[config.mk]
export PLATFORM = sky130hd
export DESIGN_NAME = motion_cmd
export DESIGN_NICKNAME = d
export VERILOG_FILES = /design/src/pkg/motion_cmd_pkg.sv /design/src/motion_cmd.sv
export SDC_FILE = /design/constraint.sdc
export NUM_CORES = 1
export LEC_CHECK = 0
export BUFFER_PORTS_ARGS = -buffer_cell sky130_fd_sc_hd__buf_2
export CORE_ASPECT_RATIO = 2
export CORE_UTILIZATION = 55
export CTS_BUF_LIST = sky130_fd_sc_hd__clkbuf_4 sky130_fd_sc_hd__clkbuf_8
export CTS_CLUSTER_DIAMETER = 30
export CTS_CLUSTER_SIZE = 40
export DETAILED_ROUTE_END_ITERATION = 8
export PLACE_DENSITY_LB_ADDON = 0.15
export SYNTH_ARGS = -nofsm -noshare
export SYNTH_HDL_FRONTEND = slang
export SYNTH_SLANG_ARGS = --single-unit
[constraint.sdc]
create_clock -name clk_i -period 13.1 [get_ports clk_i]
set_input_delay 1.31 -clock clk_i [delete_from_list [all_inputs] [get_ports clk_i]]
set_output_delay 1.31 -clock clk_i [all_outputs]
set_load 0.02 [all_outputs]
[src/pkg/motion_cmd_pkg.sv]
// Constants, register map and carrier types of the motion command block
// Operation
// Halt stops all commanded motion at once, no deceleration ramp.
// Halt argument 0 or none also stops the program; argument 1 motion only.
// Halt disables amplifier of axes with off-on-error set; servo enable re-enables.
// Halt acts on every moving axis together; no single-axis halt.
// Accel command sets per-axis acceleration for position and jog moves.
// Written acceleration is truncated down to a multiple of 1024.
// Host supplies acceleration between 1024 and 67107840.
// New acceleration is accepted during motion and used at once.
// Interrogation returns the stored quantised acceleration of an axis.
// Stored acceleration is readable as an operand by programs.
// Operands are recognised by leading underscore, command name, axis letter.
// Save command copies setup parameters into non-volatile storage.
// Ordinary reset loads saved values if present, else factory defaults.
// Power cycle, reset button and restart command give ordinary reset.
// Master reset restores defaults and erases non-volatile storage.
// Master reset on ctrl-R ctrl-S Return, or reset with jumper set.
// Saved values keep being restored until a master reset erases them.
// Derivative gain defaults to 64 when nothing is saved.
// Acceleration replies use eight integer digits, no fraction.
package motion_cmd_pkg;
  localparam int AXES = 8;
  localparam int ACC_W = 27;
  localparam int GAIN_W = 16;
  // Register offsets (byte addresses)
  localparam logic [7:0] CMD_OFF = 8'h00;
  localparam logic [7:0] STATUS_OFF = 8'h04;
  localparam logic [7:0] AXIS_SEL_OFF = 8'h08;
  localparam logic [7:0] ACC_OFF = 8'h0C;
  localparam logic [7:0] GAIN_OFF = 8'h10;
  localparam logic [7:0] OOE_OFF = 8'h14;
  localparam logic [7:0] OPERAND_OFF = 8'h18;
  localparam logic [7:0] REPLY_OFF = 8'h1C;
  localparam logic [7:0] CHAR_OFF = 8'h20;
  localparam logic [7:0] MOVE_OFF = 8'h24;
  // Command codes written to CMD
  localparam logic [3:0] HALT_CODE = 4'h1;
  localparam logic [3:0] SERVO_CODE = 4'h2;
  localparam logic [3:0] SAVE_CODE = 4'h3;
  localparam logic [3:0] RESTART_CODE = 4'h4;
  localparam logic [3:0] FACTORY_CODE = 4'h5;
  // Quantum, limits and defaults
  localparam int ACC_LSB = 10;
  localparam logic [ACC_W-1:0] ACC_MIN = 27'd1024;
  localparam logic [ACC_W-1:0] ACC_MAX = 27'd67107840;
  localparam logic [ACC_W-1:0] ACC_DEF = 27'd25600;
  localparam logic [GAIN_W-1:0] GAIN_DEF = 16'h0040;
  localparam int ACC_INT_DIGITS = 8;
  localparam int DIGIT_CYC = ACC_INT_DIGITS;
  localparam logic [7:0] CH_CTRL_R = 8'h12;
  localparam logic [7:0] CH_CTRL_S = 8'h13;
  localparam logic [7:0] CH_RET = 8'h0D;
  localparam logic [7:0] CH_US = 8'h5F;
  localparam logic [7:0] CH_A = 8'h41;
  localparam logic [7:0] CH_C = 8'h43;
  localparam logic [7:0] CH_X = 8'h58;
  // Per-axis setup parameter set
  typedef struct packed {
    logic [ACC_W-1:0] acc;
    logic [GAIN_W-1:0] gain;
  } axis_par_s;
  typedef enum logic [1:0] {
    OP_IDLE,
    OP_US,
    OP_A,
    OP_C
  } op_e;
endpackage

[src/motion_cmd.sv]
// Motion command interpreter: halt, acceleration, parameter persistence
`timescale 1ns/1ns
module motion_cmd
  #(parameter int AXES = motion_cmd_pkg::AXES)
  (
  input wire logic clk_i,
  input wire logic rst_i,
  input wire logic ce_i,
  input wire logic power_on_i,
  input wire logic reset_button_i,
  input wire logic factory_restore_jumper_i,
  input wire logic [AXES-1:0] axis_moving_i,
  input wire logic [31:0] wb_adr_i,
  input wire logic [31:0] wb_dat_i,
  input wire logic [3:0] wb_sel_i,
  input wire logic wb_we_i,
  input wire logic wb_cyc_i,
  input wire logic wb_stb_i,
  output logic [31:0] wb_dat_o,
  output logic wb_ack_o,
  output logic [AXES-1:0] motion_stop_o,
  output logic program_stop_o,
  output logic [AXES-1:0] amp_enable_o,
  output logic accel_update_o
  );
  // ----------------------------------------
  // State
  // ----------------------------------------
  motion_cmd_pkg::axis_par_s par [AXES];
  motion_cmd_pkg::axis_par_s nv [AXES];
  logic nv_valid;
  logic [2:0] axis_sel;
  logic [AXES-1:0] ooe;
  logic [31:0] reply;
  logic [3:0] digits;
  motion_cmd_pkg::op_e op_state;
  logic [1:0] mr_seq;
  logic operand_ok;
  logic [2:0] operand_axis;
  logic last_halt_prog;
  logic wr;
  logic rd;
  logic [7:0] adr;
  logic [3:0] cmd;
  logic ordinary_rst;
  logic master_rst;
  logic [7:0] ch;
  logic [motion_cmd_pkg::ACC_W-1:0] acc_q;
  assign adr = wb_adr_i[7:0];
  assign wr = wb_cyc_i && wb_stb_i && wb_we_i && !wb_ack_o && wb_sel_i[0];
  assign rd = wb_cyc_i && wb_stb_i && !wb_we_i && !wb_ack_o;
  assign cmd = wb_dat_i[3:0];
  assign ch = wb_dat_i[7:0];

  // Truncate downward to the 1024 quantum, clamp to legal range
  function automatic logic [motion_cmd_pkg::ACC_W-1:0] quantise(input logic [31:0] v);
    logic [31:0] t;
    t = {v[31:motion_cmd_pkg::ACC_LSB], {motion_cmd_pkg::ACC_LSB{1'b0}}};
    if (t < 32'(motion_cmd_pkg::ACC_MIN))
      t = 32'(motion_cmd_pkg::ACC_MIN);
    else if (t > 32'(motion_cmd_pkg::ACC_MAX))
      t = 32'(motion_cmd_pkg::ACC_MAX);
    return t[motion_cmd_pkg::ACC_W-1:0];
  endfunction
  assign acc_q = quantise(wb_dat_i);

  // Factory-restore character sequence on the char register
  always_ff @(posedge clk_i)
  begin
    if (rst_i)
      mr_seq <= 2'd0;
    else if (ce_i && wr && adr == motion_cmd_pkg::CHAR_OFF)
    begin
      if (ch == motion_cmd_pkg::CH_CTRL_R)
        mr_seq <= 2'd1;
      else if (ch == motion_cmd_pkg::CH_CTRL_S && mr_seq == 2'd1)
        mr_seq <= 2'd2;
      else
        mr_seq <= 2'd0;
    end
  end

  // Reset sources
  assign master_rst = ce_i && ((wr && adr == motion_cmd_pkg::CHAR_OFF &&
    ch == motion_cmd_pkg::CH_RET && mr_seq == 2'd2) ||
    (wr && adr == motion_cmd_pkg::CMD_OFF && cmd == motion_cmd_pkg::FACTORY_CODE) ||
    ((power_on_i || reset_button_i) && factory_restore_jumper_i));
  assign ordinary_rst = ce_i && !master_rst && (power_on_i || reset_button_i ||
    (wr && adr == motion_cmd_pkg::CMD_OFF && cmd == motion_cmd_pkg::RESTART_CODE));

  // Operand name recogniser: underscore, A, C, axis letter
  always_ff @(posedge clk_i)
  begin
    if (rst_i)
    begin
      op_state <= motion_cmd_pkg::OP_IDLE;
      operand_ok <= 1'b0;
      operand_axis <= 3'd0;
    end
    else if (ce_i && wr && adr == motion_cmd_pkg::OPERAND_OFF)
    begin
      operand_ok <= 1'b0;
      unique case (op_state)
        motion_cmd_pkg::OP_IDLE:
          op_state <= (ch == motion_cmd_pkg::CH_US) ? motion_cmd_pkg::OP_US
                                                    : motion_cmd_pkg::OP_IDLE;
        motion_cmd_pkg::OP_US:
          op_state <= (ch == motion_cmd_pkg::CH_A) ? motion_cmd_pkg::OP_A
                                                   : motion_cmd_pkg::OP_IDLE;
        motion_cmd_pkg::OP_A:
          op_state <= (ch == motion_cmd_pkg::CH_C) ? motion_cmd_pkg::OP_C
                                                   : motion_cmd_pkg::OP_IDLE;
        motion_cmd_pkg::OP_C:
        begin
          op_state <= motion_cmd_pkg::OP_IDLE;
          if (ch >= motion_cmd_pkg::CH_A && ch < motion_cmd_pkg::CH_A + 8'(AXES))
          begin
            operand_ok <= 1'b1;
            operand_axis <= 3'(ch - motion_cmd_pkg::CH_A);
          end
          else if (ch >= motion_cmd_pkg::CH_X && ch < motion_cmd_pkg::CH_X + 8'd2)
          begin
            operand_ok <= 1'b1;
            operand_axis <= 3'(ch - motion_cmd_pkg::CH_X);
          end
        end
      endcase
    end
  end

  // Axis select, off-on-error enables
  always_ff @(posedge clk_i)
  begin
    if (rst_i)
    begin
      axis_sel <= 3'd0;
      ooe <= '0;
    end
    else if (ce_i && wr && adr == motion_cmd_pkg::AXIS_SEL_OFF)
      axis_sel <= wb_dat_i[2:0];
    else if (ce_i && wr && adr == motion_cmd_pkg::OOE_OFF)
      ooe <= wb_dat_i[AXES-1:0];
  end

  // Per-axis live parameters and non-volatile copy
  generate
    for (genvar i = 0; i < AXES; i++)
    begin : g_axis
      always_ff @(posedge clk_i)
      begin
        if (rst_i)
        begin
          par[i].acc <= motion_cmd_pkg::ACC_DEF;
          par[i].gain <= motion_cmd_pkg::GAIN_DEF;
          nv[i].acc <= motion_cmd_pkg::ACC_DEF;
          nv[i].gain <= motion_cmd_pkg::GAIN_DEF;
        end
        else if (ce_i)
        begin
          if (master_rst)
          begin
            par[i].acc <= motion_cmd_pkg::ACC_DEF;
            par[i].gain <= motion_cmd_pkg::GAIN_DEF;
            nv[i].acc <= motion_cmd_pkg::ACC_DEF;
            nv[i].gain <= motion_cmd_pkg::GAIN_DEF;
          end
          else if (ordinary_rst)
            par[i] <= nv_valid ? nv[i] : motion_cmd_pkg::axis_par_s'({motion_cmd_pkg::ACC_DEF,
              motion_cmd_pkg::GAIN_DEF});
          else if (wr && adr == motion_cmd_pkg::CMD_OFF && cmd == motion_cmd_pkg::SAVE_CODE)
            nv[i] <= par[i];
          else if (wr && axis_sel == 3'(i) && adr == motion_cmd_pkg::ACC_OFF)
            par[i].acc <= acc_q;
          else if (wr && axis_sel == 3'(i) && adr == motion_cmd_pkg::GAIN_OFF)
            par[i].gain <= wb_dat_i[motion_cmd_pkg::GAIN_W-1:0];
        end
      end
    end
  endgenerate

  // Saved-image flag survives ordinary reset, cleared by master reset
  always_ff @(posedge clk_i)
  begin
    if (rst_i)
      nv_valid <= 1'b0;
    else if (ce_i && master_rst)
      nv_valid <= 1'b0;
    else if (ce_i && wr && adr == motion_cmd_pkg::CMD_OFF && cmd == motion_cmd_pkg::SAVE_CODE)
      nv_valid <= 1'b1;
  end

  // Halt, servo enable and motion outputs
  always_ff @(posedge clk_i)
  begin
    if (rst_i)
    begin
      motion_stop_o <= '0;
      program_stop_o <= 1'b0;
      amp_enable_o <= '1;
      last_halt_prog <= 1'b0;
    end
    else if (ce_i)
    begin
      motion_stop_o <= '0;
      program_stop_o <= 1'b0;
      if (master_rst || ordinary_rst)
        amp_enable_o <= '1;
      else if (wr && adr == motion_cmd_pkg::CMD_OFF && cmd == motion_cmd_pkg::HALT_CODE)
      begin
        motion_stop_o <= axis_moving_i;
        program_stop_o <= !wb_dat_i[4];
        last_halt_prog <= !wb_dat_i[4];
        amp_enable_o <= amp_enable_o & ~ooe;
      end
      else if (wr && adr == motion_cmd_pkg::CMD_OFF && cmd == motion_cmd_pkg::SERVO_CODE)
        amp_enable_o <= '1;
    end
  end

  // Acceleration change notice to the profiler, also during motion
  always_ff @(posedge clk_i)
  begin
    if (rst_i)
      accel_update_o <= 1'b0;
    else if (ce_i)
      accel_update_o <= wr && adr == motion_cmd_pkg::ACC_OFF;
  end

  // Interrogation reply: stored value, digit count of the format
  always_ff @(posedge clk_i)
  begin
    if (rst_i)
    begin
      reply <= '0;
      digits <= 4'd0;
    end
    else if (ce_i && wr && adr == motion_cmd_pkg::REPLY_OFF)
    begin
      reply <= 32'(par[axis_sel].acc);
      digits <= 4'(motion_cmd_pkg::DIGIT_CYC);
    end
  end

  // Wishbone classic slave: registered ack one cycle after the request, ack for every address
  always_ff @(posedge clk_i)
  begin
    if (rst_i)
    begin
      wb_ack_o <= 1'b0;
      wb_dat_o <= '0;
    end
    else if (ce_i)
    begin
      wb_ack_o <= wb_cyc_i && wb_stb_i && !wb_ack_o;
      wb_dat_o <= '0;
      if (rd)
      begin
        unique case (adr)
          motion_cmd_pkg::STATUS_OFF:
            wb_dat_o <= {20'h00000, 1'b0, last_halt_prog, nv_valid, operand_ok,
              amp_enable_o};
          motion_cmd_pkg::AXIS_SEL_OFF: wb_dat_o <= {29'h0, axis_sel};
          motion_cmd_pkg::ACC_OFF: wb_dat_o <= 32'(par[axis_sel].acc);
          motion_cmd_pkg::GAIN_OFF: wb_dat_o <= 32'(par[axis_sel].gain);
          motion_cmd_pkg::OOE_OFF: wb_dat_o <= 32'(ooe);
          motion_cmd_pkg::OPERAND_OFF:
            wb_dat_o <= operand_ok ? 32'(par[operand_axis].acc) : 32'h0;
          motion_cmd_pkg::REPLY_OFF: wb_dat_o <= {digits, reply[27:0]};
          motion_cmd_pkg::MOVE_OFF: wb_dat_o <= 32'(axis_moving_i);
          default: wb_dat_o <= 32'h0;
        endcase
      end
    end
  end
endmodule

==> flow_summary_export.csv <==
group,metric,value,unit
timing,skew,0.0349,ns
floorplan,rows,131,
drt,wl_per_cell,29.8,um
logic_synthesis,synthArstFlopShare,0,%
power_and_ir_drop,p_leak,13.4,nW
drt,met1_length,38000,um
logic_synthesis,synth_top_cell_by_area,"edfxtp_1",
timing,max_freq,0.166,GHz
clocking,clock_sinks,790,
floorplan,die_height,362,um
floorplan,core,0.0639,mm2
critical_path,cp.arrival,6.39,ns
drt,drt_iter0_markers,2507,
clocking,numCtsBuffers,107,
clocking,cts_tree,"done",
drt,dr_total_vias,23163,
logic_synthesis,netlist_area,0.0357,mm2
global_route,grt_usage,31.8,%
critical_path,crit_type,"in -> reg",
critical_path,cp-end-kind,"flip-flop",
worst_hold_path,hp-class,"reg -> reg",
timing,grt_setup_unrepaired,"false",
layout,utilization,61.8,%
placement,gp_congestion,0.913,
power_and_ir_drop,power-per-cell-area,135,mW/mm2
drt,route.met3.wl,8800,um
timing,drv_slew,0,
floorplan,io_pins,136,
logic_synthesis,synth_common_cells,"edfxtp_1, and2_1, clkbuf_1",
clocking,cts.clk_slew.worst_paths,0.07,ns
critical_path,r2r_cells,6,
logic_synthesis,syn_avg_cell_area,14.4,um2
clocking,clockRootBuffer,"clkbuf_8",
timing,maxSlewHeadroom,11.8,%
placement,dp_hpwl,60200,um
clocking,cts.path.max_buffers,3,
critical_path,cp-startpoint,"wb_dat_i[1]",
clocking,cts_hold_buf,0,
power_and_ir_drop,finalPower,5.33,mW
floorplan,initial_core_util,55.8,%
logic_synthesis,synth_top_area_share,57.9,%
clocking,postCtsSetupBuffers,0,
power_and_ir_drop,p_comb_share,3.6,%
timing,hold_viol,0,
critical_path,worstPathRequired,13.47,ns
worst_hold_path,hold_start,"operand_axis[1]",
logic_synthesis,synth_ff_type,"edfxtp_1",
drt,antenna_left,0,
critical_path,r2r_end,"nv[0][74]",
drt,drc,0,
critical_path,r2r_start,"mr_seq[0]",
placement,portBuffers,104,
power_and_ir_drop,p_sw_share,24.8,%
timing,worst_pin_slew,1.30,ns
global_route,grt_max_degree,234,
power_and_ir_drop,clockPowerShare,42.5,%
drt,firstDrtPassIters,7,
logic_synthesis,synth_edf_count,688,
critical_path,reg2reg_setup_slack,8.57,ns
logic_synthesis,synth_seq_cells,790,
layout,drive_gt1_share,20.6,%
timing,setup_viol,0,
floorplan,die-area,0.0660,mm2
flow_run,max-cap-violations,0,
critical_path,critPathLaunchType,"input pin",
global_route,grt.overflow.total,0,
global_route,grt_pass1_vias,23810,
drt,viasPerCell,6.74,
drt,wl_met2,50800,um
worst_hold_path,holdPathStages,2,
logic_synthesis,yosysUniqueCellTypes,65,
timing,fin_crit,6.02,ns
timing,period_share,45.9,%
placement,dp.cells,3220,
outcome,outcome,"finished clean",
drt,top_layer,"met5",
layout,fin_nets,2621,
logic_synthesis,synth_cells,2472,
floorplan,die_w,182,um
placement,preCtsSetupSlack,6.36,ns
critical_path,cp_max_fo,161,
power_and_ir_drop,switchingPower,1.32,mW
logic_synthesis,synth_warnings,0,
logic_synthesis,ys_top_cells_by_area,"edfxtp_1, mux4_2, and2_1, dfxtp_1, a22o_1",
timing,fin_tns_setup,0,ns
global_route,antenna_found_initial,15,
clocking,cts_htree_levels,3,
global_route,grt_pass1_wl,154000,um
power_and_ir_drop,pwr-share-seq,53.9,%
layout,finalNonFillerCells,3436,
clocking,cts-resized-gates,0,
logic_synthesis,synth_seq_area_share,63.6,%
drt,wl,102000,um
power_and_ir_drop,internal_power,4.01,mW
clocking,clk_latency,0.78,ns
logic_synthesis,yosysMostFrequentCell,"edfxtp_1",
power_and_ir_drop,ir_drop,0.0955,mV
layout,area_delta_synth_final,10.6,%
timing,finalWorstSetupSlack,7.08,ns
[cell type report]
cell class,instances,area (um2)
Multi-Input combinational cell,1452,12100
Antenna cell,12,30.0
Sequential cell,790,22700
Fill cell,4920,24400
Tap cell,798,998
Timing Repair Buffer,161,976
Clock inverter,84,992
Clock buffer,120,1610
Inverter,19,71.3
[layer usage]
layer	vias to the layer above	track usage [%]
met5	-	0
met4	10	15.3
met3	293	7.37
met2	1240	52.3
met1	11890	39.8
li1	9730	-
[power groups by stage]
stage / clock network (mW) / logic [mW] / registers (mW)
after floorplan: 0 / 0.106 / 2.92
after global placement: 0 / 0.186 / 2.92
after detailed placement: 0 / 0.189 / 2.93
after CTS: 2.30 / 0.190 / 2.87
after global routing: 2.39 / 0.199 / 2.88
final: 2.26 / 0.191 / 2.88
[sequential cells by signal (all words and copies together), names as in the netlist, 2 cells and up, named ones only]
register       count
amp_enable_o       8
axis_sel           3
motion_stop_o      8
mr_seq             2
nv               344
ooe                8
op_state           2
operand_axis       3
par              344
reply             27
wb_dat_o          28
[logic make-up after synthesis]
kind of cell,count (synthesis),share of synthesized area [%]
AO/OA/AOI/OAI,452,9.92
buffers and inverters,233,2.81
AND/OR/NAND/NOR,772,12.4
multiplexers,218,11.0
flip-flops,790,63.6
other,1,0.0105
XOR/XNOR,1,0.0245
adder cells (fa/ha/maj),5,0.175
[worst max-delay path, cell delays in order]
cell and delay [ns]:
buf_2 0.22, inv_1 0.18, ha_1 0.59, inv_1 0.23, nor4_1 0.54, nand3_1 0.59
o211ai_1 0.43, a211o_4 0.54, buf_12 0.55, buf_4 0.90
[stage by stage]
stage | instance area [um2] | hold slack [ns]
2_1_floorplan | 35700 | 0.431
3_3_place_gp | 36900 | 0.434
3_5_place_dp | 36900 | 0.446
4_1_cts | 39500 | 0.466
5_1_grt | 39500 | 0.488
6_report | 39500 | 0.459
[cells in the final DEF (no fill, tap or decap), types with 9 or more instances in the layout]
master,n
o211ai_1,11
nand3_1,19
mux4_2,140
o2bb2ai_1,95
nand2b_1,37
edfxtp_1,688
a31oi_1,11
o22ai_1,16
a211oi_1,51
buf_2,103
inv_8,9
nor4_1,12
inv_1,19
clkinvlp_4,11
o21ai_0,28
nor2_1,99
nand3b_1,13
clkinv_4,17
o31ai_1,13
bufinv_16,12
diode_2,12
a22o_1,118
a2bb2oi_1,10
nand2_1,86
nand4_1,29
a21oi_1,33
buf_4,56
a22oi_1,9
dfxtp_1,96
clkbuf_8,113
o22a_1,25
mux2i_1,78
inv_6,19
nor3_1,12
and2_1,402
[how the worst max path moves through the flow]
| stage | end | depth (start not counted) | slack [ns] |
|---|---|---|---|
| finish | nv[0][74] | 10 | 7.08 |
| global route | nv[0][74] | 10 | 6.88 |
| CTS | nv[1][163] | 10 | 7.16 |
| detailed placement | nv[0][83] | 10 | 6.36 |
| global placement | nv[0][83] | 10 | 6.51 |
| floorplan | nv[0][0] | 8 | 2.72 |
Note: power is estimated with default switching activity, not from simulation.
